--- src/dpgcd_pkg.sv ---
// Package: register map, field positions, pin routing and carrier types of the C/D pin groups
package dpgcd_pkg;

  // Register indices; the byte address is four times the index
  localparam logic [7:0] OFS_C_LATCH = 8'h07;
  localparam logic [7:0] OFS_D_LATCH = 8'h08;
  localparam logic [7:0] OFS_C_DIR = 8'h87;
  localparam logic [7:0] OFS_D_DIR = 8'h88;
  localparam logic [7:0] OFS_E_CTRL = 8'h89;

  // Reset values
  localparam logic [7:0] RST_C_DIR = 8'hFF;
  localparam logic [7:0] RST_D_DIR = 8'hFF;
  localparam logic [7:0] RST_E_CTRL = 8'h07;
  localparam logic [7:0] RST_LATCH_POR = 8'h00;

  // Group E control field positions
  localparam int E_IN_FULL_BIT = 7;
  localparam int E_OUT_FULL_BIT = 6;
  localparam int E_OVF_BIT = 5;
  localparam int E_PAR_MODE_BIT = 4;
  localparam int E_ZERO_BIT = 3;
  localparam int E_DIR_MSB = 2;

  // Group C pin routing of the on-chip peripherals
  localparam int PIN_TMR_OSC_OUT = 0;
  localparam int PIN_TMR_OSC_IN = 1;
  localparam int PIN_SECOND_CAPTURE_COMPARE_PWM = 1;
  localparam int PIN_FIRST_CAPTURE_COMPARE_PWM = 2;
  localparam int PIN_SSP_CLK = 3;
  localparam int PIN_SSP_DIN = 4;
  localparam int PIN_SSP_DOUT = 5;
  localparam int PIN_SER_TX = 6;
  localparam int PIN_SER_RX = 7;

  // One peripheral's claim on a pin
  typedef struct packed {
    logic en;      // Peripheral enabled, direction overridden
    logic forceIn; // Override direction: 1 input, 0 output
    logic sel;     // Port/peripheral select
    logic oe;      // Peripheral output enable
    logic out;     // Peripheral output data
  } dpgcd_pin_ctl_type;

  typedef dpgcd_pin_ctl_type [7:0] dpgcd_pin_map_type;

  // All peripherals that can take a group C pin
  typedef struct packed {
    dpgcd_pin_ctl_type tmrOscOut;
    dpgcd_pin_ctl_type tmrOscIn;
    dpgcd_pin_ctl_type first_capture_compare_pwm;
    dpgcd_pin_ctl_type second_capture_compare_pwm;
    dpgcd_pin_ctl_type sspClk;
    dpgcd_pin_ctl_type sspDin;
    dpgcd_pin_ctl_type sspDout;
    dpgcd_pin_ctl_type serTx;
    dpgcd_pin_ctl_type serRx;
  } dpgcd_periph_type;

  // Parallel slave port engine signals facing group D
  typedef struct packed {
    logic parOe;       // Engine drives group D
    logic [7:0] parOut; // Engine output data
    logic inFull;      // Input full status
    logic outFull;     // Output full status
    logic ovfEvent;    // One-cycle input overflow event
  } dpgcd_psp_type;

  // Avalon-MM request
  typedef struct packed {
    logic [7:0] address;
    logic read;
    logic write;
    logic [31:0] writedata;
    logic [3:0] byteenable;
  } dpgcd_avs_req_type;

endpackage

--- src/dpgcd_ports.sv ---
// Module: pin groups C and D with peripheral override, parallel mode and Avalon-MM registers
`timescale 1ns/1ps

module dpgcd_ports #(
  parameter bit HAS_SERIAL = 1'b1, // Variant has the serial transceiver
  parameter bit HAS_SECOND_CAPTURE_COMPARE_PWM = 1'b1    // Variant has the second capture unit
) (
  input wire logic ref_clk, // Core clock, 250 MHz
  input wire logic rst_n, // Asynchronous reset, active low
  input wire logic porClear, // Power-on or brown-out reset seen, one-cycle pulse
  input wire dpgcd_pkg::dpgcd_avs_req_type avs, // Avalon-MM request
  output logic [31:0] avsReadData, // Avalon-MM read data
  output logic avsWaitRequest, // Avalon-MM waitrequest
  input wire logic [7:0] pinCIn, // Group C pin levels
  output logic [7:0] pinCOut, // Group C output data
  output logic [7:0] pinCOe, // Group C output enable, high drives
  input wire logic [7:0] pinDIn, // Group D pin levels
  output logic [7:0] pinDOut, // Group D output data
  output logic [7:0] pinDOe, // Group D output enable, high drives
  input wire dpgcd_pkg::dpgcd_periph_type periph, // Peripheral claims on group C
  output logic [7:0] periphCLevel, // Group C levels to the peripherals
  input wire dpgcd_pkg::dpgcd_psp_type parallel_slave_port, // Parallel slave port engine
  output logic [7:0] pspDLevel, // Group D levels to the engine
  output logic parallelMode, // Parallel mode select
  output logic [2:0] groupEDir // Group E direction bits
);

  // Output enable and data of one pin: peripheral when selected, else port
  function automatic logic [1:0] pinDrive(input logic sel, input logic oe, input logic out,
                                          input logic dir, input logic latch);
    logic [1:0] result;
    result = sel ? {oe, out} : {~dir, latch};
    return result;
  endfunction

  // Pins whose direction a peripheral currently overrides
  function automatic logic [7:0] enMask(input dpgcd_pkg::dpgcd_pin_map_type map);
    logic [7:0] mask;
    for (int i = 0; i < 8; i++)
    begin
      mask[i] = map[i].en;
    end
    return mask;
  endfunction

  // Accepts one register write when the low byte lane is enabled
  function automatic logic regWrite(input dpgcd_pkg::dpgcd_avs_req_type req, input logic wait_q,
                                    input logic [7:0] ofs);
    logic hit;
    hit = req.write && !wait_q && req.byteenable[0] && req.address == ofs;
    return hit;
  endfunction

  logic [7:0] latchC;
  logic [7:0] latchD;
  logic [7:0] dirC;
  logic [7:0] dirD;
  logic [2:0] dirE;
  logic ovfFlag;
  dpgcd_pkg::dpgcd_pin_map_type mapC;
  logic [7:0] effDirC;
  logic [7:0] next_pinCOe;
  logic [7:0] next_pinCOut;
  logic [7:0] next_pinDOe;
  logic [7:0] next_pinDOut;
  logic [31:0] next_readData;
  logic [7:0] eCtrl;
  logic busReq;

  assign busReq = avs.read || avs.write;

  // Route each peripheral to its pin; variant parameters drop absent units
  always_comb
  begin
    mapC = '0;
    mapC[dpgcd_pkg::PIN_TMR_OSC_OUT] = periph.tmrOscOut;
    mapC[dpgcd_pkg::PIN_TMR_OSC_IN] = periph.tmrOscIn;
    if (HAS_SECOND_CAPTURE_COMPARE_PWM && periph.second_capture_compare_pwm.en)
    begin
      mapC[dpgcd_pkg::PIN_SECOND_CAPTURE_COMPARE_PWM] = periph.second_capture_compare_pwm;
    end
    mapC[dpgcd_pkg::PIN_FIRST_CAPTURE_COMPARE_PWM] = periph.first_capture_compare_pwm;
    mapC[dpgcd_pkg::PIN_SSP_CLK] = periph.sspClk;
    mapC[dpgcd_pkg::PIN_SSP_DIN] = periph.sspDin;
    mapC[dpgcd_pkg::PIN_SSP_DOUT] = periph.sspDout;
    if (HAS_SERIAL)
    begin
      mapC[dpgcd_pkg::PIN_SER_TX] = periph.serTx;
      mapC[dpgcd_pkg::PIN_SER_RX] = periph.serRx;
    end
  end

  // Effective direction; software reads this back, so bit operations lose overrides
  always_comb
  begin
    for (int i = 0; i < 8; i++)
    begin
      effDirC[i] = mapC[i].en ? mapC[i].forceIn : dirC[i];
    end
  end

  // Next pin drive of both groups
  always_comb
  begin
    for (int i = 0; i < 8; i++)
    begin
      {next_pinCOe[i], next_pinCOut[i]} = pinDrive(mapC[i].sel, mapC[i].oe, mapC[i].out,
                                                    effDirC[i], latchC[i]);
      {next_pinDOe[i], next_pinDOut[i]} = pinDrive(parallelMode, parallel_slave_port.parOe, parallel_slave_port.parOut[i],
                                                    dirD[i], latchD[i]);
    end
  end

  // Group C and D pin drivers, registered so the pads see clean edges
  always_ff @(posedge ref_clk or negedge rst_n)
  begin
    if (!rst_n)
    begin
      pinCOe <= 8'h00;
      pinCOut <= 8'h00;
      pinDOe <= 8'h00;
      pinDOut <= 8'h00;
    end
    else
    begin
      pinCOe <= next_pinCOe;
      pinCOut <= next_pinCOut & next_pinCOe;
      pinDOe <= next_pinDOe;
      pinDOut <= next_pinDOut & next_pinDOe;
    end
  end

  // Pin levels to peripherals and to the parallel engine
  always_ff @(posedge ref_clk or negedge rst_n)
  begin
    if (!rst_n)
    begin
      periphCLevel <= 8'h00;
      pspDLevel <= 8'h00;
    end
    else
    begin
      periphCLevel <= pinCIn;
      pspDLevel <= pinDIn;
    end
  end

  // Data latches keep their value across ordinary resets; only porClear (power-on or brown-out) clears them
  always_ff @(posedge ref_clk)
  begin
    if (porClear)
    begin
      latchC <= dpgcd_pkg::RST_LATCH_POR;
      latchD <= dpgcd_pkg::RST_LATCH_POR;
    end
    else
    begin
      if (regWrite(avs, avsWaitRequest, dpgcd_pkg::OFS_C_LATCH))
      begin
        latchC <= avs.writedata[7:0];
      end
      if (regWrite(avs, avsWaitRequest, dpgcd_pkg::OFS_D_LATCH))
      begin
        latchD <= avs.writedata[7:0];
      end
    end
  end

  // Direction registers
  always_ff @(posedge ref_clk or negedge rst_n)
  begin
    if (!rst_n)
    begin
      dirC <= dpgcd_pkg::RST_C_DIR;
      dirD <= dpgcd_pkg::RST_D_DIR;
    end
    else
    begin
      if (regWrite(avs, avsWaitRequest, dpgcd_pkg::OFS_C_DIR))
      begin
        dirC <= avs.writedata[7:0];
      end
      if (regWrite(avs, avsWaitRequest, dpgcd_pkg::OFS_D_DIR))
      begin
        dirD <= avs.writedata[7:0];
      end
    end
  end

  // Group E control; software must leave E pins as inputs in parallel mode
  always_ff @(posedge ref_clk or negedge rst_n)
  begin
    if (!rst_n)
    begin
      dirE <= dpgcd_pkg::RST_E_CTRL[dpgcd_pkg::E_DIR_MSB:0];
      parallelMode <= dpgcd_pkg::RST_E_CTRL[dpgcd_pkg::E_PAR_MODE_BIT];
    end
    else if (regWrite(avs, avsWaitRequest, dpgcd_pkg::OFS_E_CTRL))
    begin
      dirE <= avs.writedata[dpgcd_pkg::E_DIR_MSB:0];
      parallelMode <= avs.writedata[dpgcd_pkg::E_PAR_MODE_BIT];
    end
  end

  // Overflow flag: engine sets, software writes zero; a set in the clear cycle wins
  always_ff @(posedge ref_clk or negedge rst_n)
  begin
    if (!rst_n)
    begin
      ovfFlag <= dpgcd_pkg::RST_E_CTRL[dpgcd_pkg::E_OVF_BIT];
    end
    else if (parallel_slave_port.ovfEvent)
    begin
      ovfFlag <= 1'b1;
    end
    else if (regWrite(avs, avsWaitRequest, dpgcd_pkg::OFS_E_CTRL))
    begin
      ovfFlag <= avs.writedata[dpgcd_pkg::E_OVF_BIT];
    end
  end

  // Group E direction copy for the pads outside this block
  always_ff @(posedge ref_clk or negedge rst_n)
  begin
    if (!rst_n)
    begin
      groupEDir <= dpgcd_pkg::RST_E_CTRL[dpgcd_pkg::E_DIR_MSB:0];
    end
    else
    begin
      groupEDir <= dirE;
    end
  end

  // Control register image; bit 3 is unimplemented and reads zero
  always_comb
  begin
    eCtrl = 8'h00;
    eCtrl[dpgcd_pkg::E_IN_FULL_BIT] = parallel_slave_port.inFull;
    eCtrl[dpgcd_pkg::E_OUT_FULL_BIT] = parallel_slave_port.outFull;
    eCtrl[dpgcd_pkg::E_OVF_BIT] = ovfFlag;
    eCtrl[dpgcd_pkg::E_PAR_MODE_BIT] = parallelMode;
    eCtrl[dpgcd_pkg::E_DIR_MSB:0] = dirE;
  end

  // Read multiplexer; data registers read the pins, unmapped reads give zero
  always_comb
  begin
    next_readData = 32'h0000_0000;
    case (avs.address)
      dpgcd_pkg::OFS_C_LATCH: next_readData[7:0] = pinCIn;
      dpgcd_pkg::OFS_D_LATCH: next_readData[7:0] = pinDIn;
      dpgcd_pkg::OFS_C_DIR: next_readData[7:0] = effDirC;
      dpgcd_pkg::OFS_D_DIR: next_readData[7:0] = dirD;
      dpgcd_pkg::OFS_E_CTRL: next_readData[7:0] = eCtrl;
      default: next_readData = 32'h0000_0000;
    endcase
  end

  // Bus answer: one wait cycle, then waitrequest low for exactly one cycle
  always_ff @(posedge ref_clk or negedge rst_n)
  begin
    if (!rst_n)
    begin
      avsWaitRequest <= 1'b1;
      avsReadData <= 32'h0000_0000;
    end
    else
    begin
      avsWaitRequest <= !(busReq && avsWaitRequest);
      if (avs.read && avsWaitRequest)
      begin
        avsReadData <= next_readData;
      end
    end
  end

  // Helper: C direction written by software since reset
  logic dirCTouched;
  always_ff @(posedge ref_clk or negedge rst_n)
  begin
    if (!rst_n)
    begin
      dirCTouched <= 1'b0;
    end
    else if (regWrite(avs, avsWaitRequest, dpgcd_pkg::OFS_C_DIR))
    begin
      dirCTouched <= 1'b1;
    end
  end
endmodule

--- config.mk ---
export PLATFORM = sky130hd
export DESIGN_NAME = dpgcd_ports
export DESIGN_NICKNAME = d
export VERILOG_FILES = /design/src/dpgcd_pkg.sv /design/src/dpgcd_ports.sv
export SDC_FILE = /design/constraint.sdc
export NUM_CORES = 1
export LEC_CHECK = 0
export ABC_AREA = 1
export BUFFER_PORTS_ARGS = -buffer_cell sky130_fd_sc_hd__buf_2
export CORE_MARGIN = 4
export CORE_UTILIZATION = 49
export CTS_BUF_LIST = sky130_fd_sc_hd__clkbuf_2 sky130_fd_sc_hd__clkbuf_4 sky130_fd_sc_hd__clkbuf_8
export DETAILED_ROUTE_END_ITERATION = 8
export PLACE_DENSITY_LB_ADDON = 0.1
export SYNTH_ARGS = -nofsm -noshare
export SYNTH_HDL_FRONTEND = slang
export SYNTH_SLANG_ARGS = --single-unit
export TNS_END_PERCENT = 5
--- constraint.sdc ---
create_clock -name ref_clk -period 2.45 [get_ports ref_clk]
set_input_delay 0 -clock ref_clk [delete_from_list [all_inputs] [get_ports ref_clk]]
set_output_delay 0 -clock ref_clk [all_outputs]
set_load 0.01 [all_outputs]
# == Word-level counts from Yosys, hierarchy flattened ==
# Cells that the tools add are included.
# totals
out_inout_bits,85
input_bits,122
regBits,97
wordCells,80
# op_classes
reduce_logical,13
mux,28
eq_ne,5
bitwise_logic,18
# ops
operator,count
case mux 8 bit (5 select lines),1
two-way mux 2 bit,16
"equality test 8 bit, second input constant",3
bitwise AND 8 bit,2
NOT 1 bit,16
two-way mux 1 bit,10
logical AND 1 bit,9
"equality test 8 x 3 -> 1 bit, second input constant",1
"equality test 8 x 4 -> 1 bit, second input constant",1
two-way mux 5 bit,1
logical NOT 1 bit,2
nonzero test 2 bit,1
logical OR 1 bit,1

# == Logic depth before layout (Yosys ltp) ==
# Gate-level depths: netlist (run 1).
# depth
ltp_word,6
mapped_depth,8
mapped_depth_nobuf,8

# == Worst setup path after synthesis (run 1) ==
# No wires, ideal clock.
# synth_timing
kind,register to register
from,register avsWaitRequest
to,register avsReadData[1]
t_required_ns,2.333
slack_ns,1.187
arrival_time_ns,1.146
path_stages_with_launch,7
n_path_buf,1
period_less_slack_ns,1.263
setup_time_ns,0.117
cell_sequence,dfstp_2 > nand2_1 > inv_1 > buf_2 > nand3_1 > nor2_1 > nor2_1
# synth_between
elab_chain_len,1
# synth_rtl
element,line,text
"start, declared",dpgcd_ports.sv:13,"output logic avsWaitRequest,"
"start signal, assigned",dpgcd_ports.sv:270,avsWaitRequest <= !(busReq && avsWaitRequest);
logical AND 1 bit,dpgcd_ports.sv:271,if (avs.read && avsWaitRequest)
"end signal, assigned",dpgcd_ports.sv:273,avsReadData <= next_readData;
"end, declared",dpgcd_ports.sv:12,"output logic [31:0] avsReadData,"
# No other way between the ends.
# A chain may end at the register's enable or synchronous reset.

# == Worst setup path after layout (run 1) ==
# layout_timing
from,register avsWaitRequest
to,register latchC[1]
# layout_between
elab_chain_len,4
# layout_rtl
element,line,text
logical NOT 1 bit,--,
logical AND 1 bit (3 in a row),dpgcd_ports.sv:50,hit = req.write && !wait_q && req.byteenable[0] && req.address == ofs;
"end signal, assigned",dpgcd_ports.sv:153,latchC <= dpgcd_pkg::RST_LATCH_POR;
"end signal, assigned",dpgcd_ports.sv:160,latchC <= avs.writedata[7:0];
"end, declared",dpgcd_ports.sv:54,logic [7:0] latchC;
# No other way between the ends.

==> reports/metrics.cfg, run 1 <==
[logic_synthesis]
async_reset_ff_share_pct = 83.5
syn_inst = 473
synth_top_area_share_pct = 33.6
netlist_top_cells_count = nand2_1, dfrtp_1, nand3_1
synth-edff-count = 0
synth_largest_area_cell = dfrtp_1
synth.most_common_cell = nand2_1
syn_area_per_cell_um2 = 9.13
synth_area_leaders = dfrtp_1, dfstp_2, nand2_1
synth-seq-cells = 97
ys_warn_count = 0
synth_seq_area_share_pct = 55.0
ys_types = 29
synthFlopType = dfrtp_1
synth_area_um2 = 4320

[route]
wl_mm = 12.2
route.detailed.drc = 0
vias = 3979
dr.pass1.iters = 4
drt_iter0_drc = 104
avgRoutedWirePerCell_um = 14.8
ant_nets = 0
vias_per_cell = 4.85

[layout]
nets = 833
antenna_cells = 0
drive_gt1_share_pct = 33.4
syn2layout_area_growth_pct = 40.9
fillers = 667
instances_no_fill = 821

[placed_design]
port-buffer-count = 155
dp.cells = 721
pre_cts_ws_ns = 1.01
hpwl_mm = 8.18
gp_congestion = 0.827

[clocking]
post_cts_buffers = 0
cts-root-buf = clkbuf_8
clk_pin_slew_ns = 0.10
clock_path_buffers = 2
cts.htree.levels = 3
insertion_delay_ns = 0.37
cts.sinks = 97
cts_resized = 0
cts_buffers = 9
cts_tree = built
postCtsHoldBufs = 83

[timing]
clock.fmax_mhz = 549
rsz0062_at_grt = false
setup_viol = 0
hold_viol_final = 0
worst_pin_slew_ns = 1.01
slew_headroom_pct = 32.8
setup_tns_ns = 0
setup_slack_ns = 0.627
slew_violations = 0
finalCriticalPeriod_ns = 1.82
finalCritPeriodShare_pct = 74.4
fin_skew_ns = 0.0107

[global_route]
grt_max_degree = 82
grt_antenna_before_repair = 0
gr-total-overflow = 0
grt_pass1_wl_mm = 18.9
grt_pass1_vias = 3943
track_usage_pct = 23.7

[setup_path]
crit_path_start_kind = flop
cp-startpoint = avsWaitRequest
setup.worst_path.end_class = flop
cp_max_fo = 13
rrSetupSlack_ns = 0.63
required_ns = 2.71
cpPeakStageDelay_ns = 0.55
slowest_stage = dlygate4sd3_1
crit_chain = nor2_4, nand2_2, nand2_1, a21oi_1, dlygate4sd3_1
r2r_start = avsWaitRequest
worstSetupPathType = reg -> reg
arrival_ns = 2.08
reg2reg_depth = 5

[power]
intPower_uw = 2320
switching_share_pct = 27.8
power_switching_uw = 892
p_per_area_nw_per_um2 = 528
fin_total_pwr_uw = 3210
pwr-share-seq_pct = 52.8
clkPwrFrac_pct = 31.4
power_leakage_uw = 0.00305
p_comb_share_pct = 15.7
peakVddDrop_mv = 0.322

[min_path]
hold_depth = 5
min-delay-start = periph[25]
hold_path_class = in -> reg

[floorplan]
chipHeight_um = 102
die_w_um = 102
die-area_um2 = 10400
start_util_pct = 51.5
fp-row-count = 33
coreArea_um2 = 8380
io_pins = 207

[flow_run]
maxCapViolations = 0

[run_status]
status = finished, final reports clean

## worst paths after layout
path	endpoint
hold reg to reg	groupEDir[1]
max in group asynchronous	periphCLevel[5]
hold / removal	pinCOut[1]
min in group asynchronous	pinDOut[2]
setup reg to reg	latchC[1]
setup / recovery	latchC[1]
## power by group through the flow
stage,Clock (µW),Combinational [µW],Sequential (µW)
global route,1090,556,1710
CTS,1020,494,1700
floorplan,0,174,1760
detailed placement,0,388,1730
global placement,0,380,1730
finish,1010,505,1700
## placed cells by master, fill, tap and decap left out, drive strengths merged
master         n
a21boi         1
a21oi         27
buf          155
clkbuf        10
clkinv         4
clkinvlp       1
conb          24
dfrtp         58
dfstp         23
dfxtp         16
dlygate4sd3   84
inv           40
mux2           8
mux2i          7
nand2        117
nand3         49
nand4          1
nor2          45
o21ai         39
or2            7
## critical path: cells and delay by family, from the launching register on
| family | cells | cell delay (ns) |
|---|---|---|
| and+or+nand+nor | 3 | 0.69 |
| buffers and inverters | 1 | 0.55 |
| AOI/OAI and AO/OA | 1 | 0.05 |
| DFF | 1 | 0.41 |
## per-stage QoR
| step | util [%] | area [µm²] | hold WS, ns |
|---|---|---|---|
| finish | 72.6 | 6080 | 0.0137 |
| global route | 72.6 | 6080 | 0.0328 |
| CTS | 72.5 | 6070 | 0.000217 |
| detailed placement | 60.3 | 5050 | 0.124 |
| global placement | 60.3 | 5050 | 0.126 |
| floorplan | - | 4400 | -0.296 |
## layout make-up
class | instances | area, µm² | area share, %
Sequential cell | 97 | 2380 | 39.1
Multi-Input combinational cell | 325 | 1620 | 26.6
Timing Repair Buffer | 239 | 1620 | 26.6
Inverter | 39 | 148 | 2.43
Clock buffer | 10 | 138 | 2.26
Tap cell | 105 | 131 | 2.16
Clock inverter | 6 | 51.3 | 0.843
## logic make-up (layout without fill, tap and decap cells)
kind of cell           after synthesis  after routing  share of synthesized area, %
buffers and inverters               74            294                          9.45
DFF                                 97             97                          55.0
other                                1             24                        0.0868
and+or+nand+nor                    219            219                          23.2
muxes                               15             15                          3.71
AOI/OAI and AO/OA                   67             67                          8.52
## layer usage
layer	vias up	track usage, %	wire [µm]
met5	-	0	0
met4	0	7.97	294
met3	25	4.57	752
met2	137	41.3	6130
met1	1858	29.6	5010
li1	1959	-	-
No activity file was read; power rests on OpenSTA's default activity.
==> inputs of run 2 (changes only) <==
CORE_UTILIZATION = 48   (was 49)
clock period = 1.75 ns   (was 2.45 ns; I/O delays follow)
==> run 2 against run 1 <==
Effect of this change:
- the run now ends with negative hold slack left
- first-iteration DRC count decreased by 1.9%
- global-route usage fell by 0.67 points
- clock power up 31%
- critical path type is now in -> reg
- combinational power increased by 42%
- worst setup slack lost 0.58 ns
- critical path depth increased by 1
- sequential cell count did not move
- routed wire length down 1.9%
- largest power group unchanged
- register-to-register slack got worse by 0.58 ns
- core utilization down 2.2 points
- via count rose by 0.55%
- sequential share of layout area fell by 0.28 points
==> reports/metrics.cfg, run 2 (synthesis gave the netlist of run 1 again) <==
[route]
drt_iter0_drc = 102  ; -1.9%
avgRoutedWirePerCell_um = 14.4  ; -2.8%
vias = 4001  ; +0.55%
dr.pass1.iters = 4  ; unchanged
vias_per_cell = 4.83  ; -0.42%
route.detailed.drc = 0  ; unchanged
ant_nets = 0  ; unchanged
wl_mm = 12.0  ; -1.9%

[global_route]
gr-total-overflow = 0  ; unchanged
grt_max_degree = 41  ; -50%
grt_pass1_vias = 4001  ; +1.5%
grt_pass1_wl_mm = 18.8  ; -0.58%
track_usage_pct = 23.0  ; -0.67 points
grt_antenna_before_repair = 0  ; unchanged

[layout]
nets = 838  ; +0.60%
fillers = 705  ; +5.7%
regArea_um2 = 2380  ; +0.16%
drive_gt1_share_pct = 34.7  ; +1.3 points
syn2layout_area_growth_pct = 42.1
antenna_cells = 0  ; unchanged
design_area_um2 = 6140  ; +0.88%
final_common_cell = buf_2
instances_no_fill = 829  ; +0.97%
final_cell_mix = buf_2, nand2_1, dlygate4sd3_1
multi_input_area_um2 = 1620  ; +0.23%

[timing]
hold_viol_final = 1  ; +1
setup_slack_ns = 0.0427  ; -0.585 ns
clock.fmax_mhz = 586
finalCritPeriodShare_pct = 97.6
slew_violations = 0  ; unchanged
slew_headroom_pct = 64.6  ; +32 points
setup_viol = 0  ; unchanged
finalCriticalPeriod_ns = 1.71
whs_ns = -0.0263  ; -0.0400 ns
worst_pin_slew_ns = 0.531  ; -0.478 ns
fin_skew_ns = 0.0140  ; +0.00337 ns

[min_path]
min-delay-start = periph[25]
hold_depth = 5  ; unchanged
hold_path_class = in -> reg
hold_path_end = pinCOut[1]

[floorplan]
die-area_um2 = 10600  ; +1.9%
die_w_um = 103  ; +0.96%
chipHeight_um = 103  ; +0.96%
coreArea_um2 = 8720  ; +4.0%
fp-row-count = 34  ; +3.0%
start_util_pct = 49.5  ; -2.0 points
io_pins = 207  ; unchanged

[power]
power_leakage_uw = 0.00311  ; +2.0%
peakVddDrop_mv = 0.541  ; +68%
pwr-share-seq_pct = 53.9  ; +1.1 points
fin_total_pwr_uw = 4410  ; +38%
switching_share_pct = 27.1  ; -0.66 points
power_switching_uw = 1200  ; +34%
clkPwrFrac_pct = 29.9  ; -1.5 points
p_per_area_nw_per_um2 = 719  ; +36%
p_comb_share_pct = 16.2  ; +0.5 points
intPower_uw = 3220  ; +39%

[flow_run]
maxCapViolations = 0  ; unchanged

[clocking]
cts_buffers = 9  ; unchanged
cts.sinks = 97  ; unchanged
insertion_delay_ns = 0.36  ; about the same
cts.htree.levels = 3  ; unchanged
clk_pin_slew_ns = 0.09  ; about the same
clock_path_buffers = 2  ; unchanged
cts-root-buf = clkbuf_8
cts_tree = built

[setup_path]
rr_endpoint = pinCOut[0]
required_ns = 1.99  ; -0.72 ns
reg2reg_depth = 4  ; -1
worstSetupPathType = in -> reg
arrival_ns = 1.94  ; -0.14 ns
setup.worst_path.end_class = flop
r2r_start = latchC[0]
cp_max_fo = 2  ; -11
crit_path_start_kind = input pin
rrSetupSlack_ns = 0.04  ; -0.58 ns

[placed_design]
gp_congestion = 0.802  ; -3.0%
dp.cells = 731  ; +1.4%
port-buffer-count = 155  ; unchanged
place_area_um2 = 5120  ; +1.4%
pre_cts_ws_ns = 0.383  ; -0.624 ns
hpwl_mm = 8.53  ; +4.3%

[run_status]
violations = negative hold slack
status = complete, but fails checks

-- run 2: what timing repair did --
action / 4_1_cts / 5_1_grt
hold buffers: 83 / 0
endpoints found under the setup margin: 0 / 7
resized for setup: 0 / 10
hold endpoints to repair: 129 / 0
buffers inserted: 0 / 0
-- run 2: area by class of cell --
type	instances	area share [%]
clock buffers	10	2.14
clock inverters	6	0.693
inverters	39	2.41
multi-input cells	325	26.5
flip-flops and latches	97	38.8
well taps	108	2.20
repair buffers	244	27.3
-- run 2: power groups by stage --
stage                     registers, µW  clock network [µW]  logic [µW]
final                              2380                1320         717
after global routing               2390                1450         792
after CTS                          2380                1350         707
after detailed placement           2420                   0         559
after global placement             2420                   0         546
after floorplan                    2460                   0         244
-- run 2: how the worst max path moves through the flow --
stage	from	end	slack [ns]	cells after the start
floorplan	avsWaitRequest	avsReadData[1]	0.49	6
global placement	avsWaitRequest	avsReadData[1]	0.39	5
detailed placement	avsWaitRequest	avsReadData[1]	0.38	5
CTS	latchC[1]	pinCOut[1]	0.03	4
global route	latchC[0]	pinCOut[0]	-0.00002	4
finish	periph[31]	pinCOut[2]	0.04	6
-- run 2: routing by layer --
metal	wire length (µm)	vias up	track usage (%)	share of wire (%)
met1	4900	1897	28.3	41
met4	220	0	7.97	1.8
met3	630	19	3.52	5.3
li1	-	1961	-	-
met5	0	-	0	0
met2	6210	124	41.3	52
-- run 2: through the flow --
stage | TNS, ns | hold slack [ns] | utilization (%)
floorplan | 0 | -0.296 | -
global placement | 0 | 0.00427 | 58.7
detailed placement | 0 | 0.00880 | 58.7
CTS | 0 | 0.00282 | 70.3
global route | -0.0000153 | 0.0207 | 70.4
finish | 0 | -0.0263 | 70.4
-- run 2: critical path, stage by stage --
cell           delay [ns]
dlygate4sd3_1        0.55
buf_2                0.13
nand2_1              0.06
dlygate4sd3_1        0.59
a21oi_1              0.07
dlygate4sd3_1        0.54
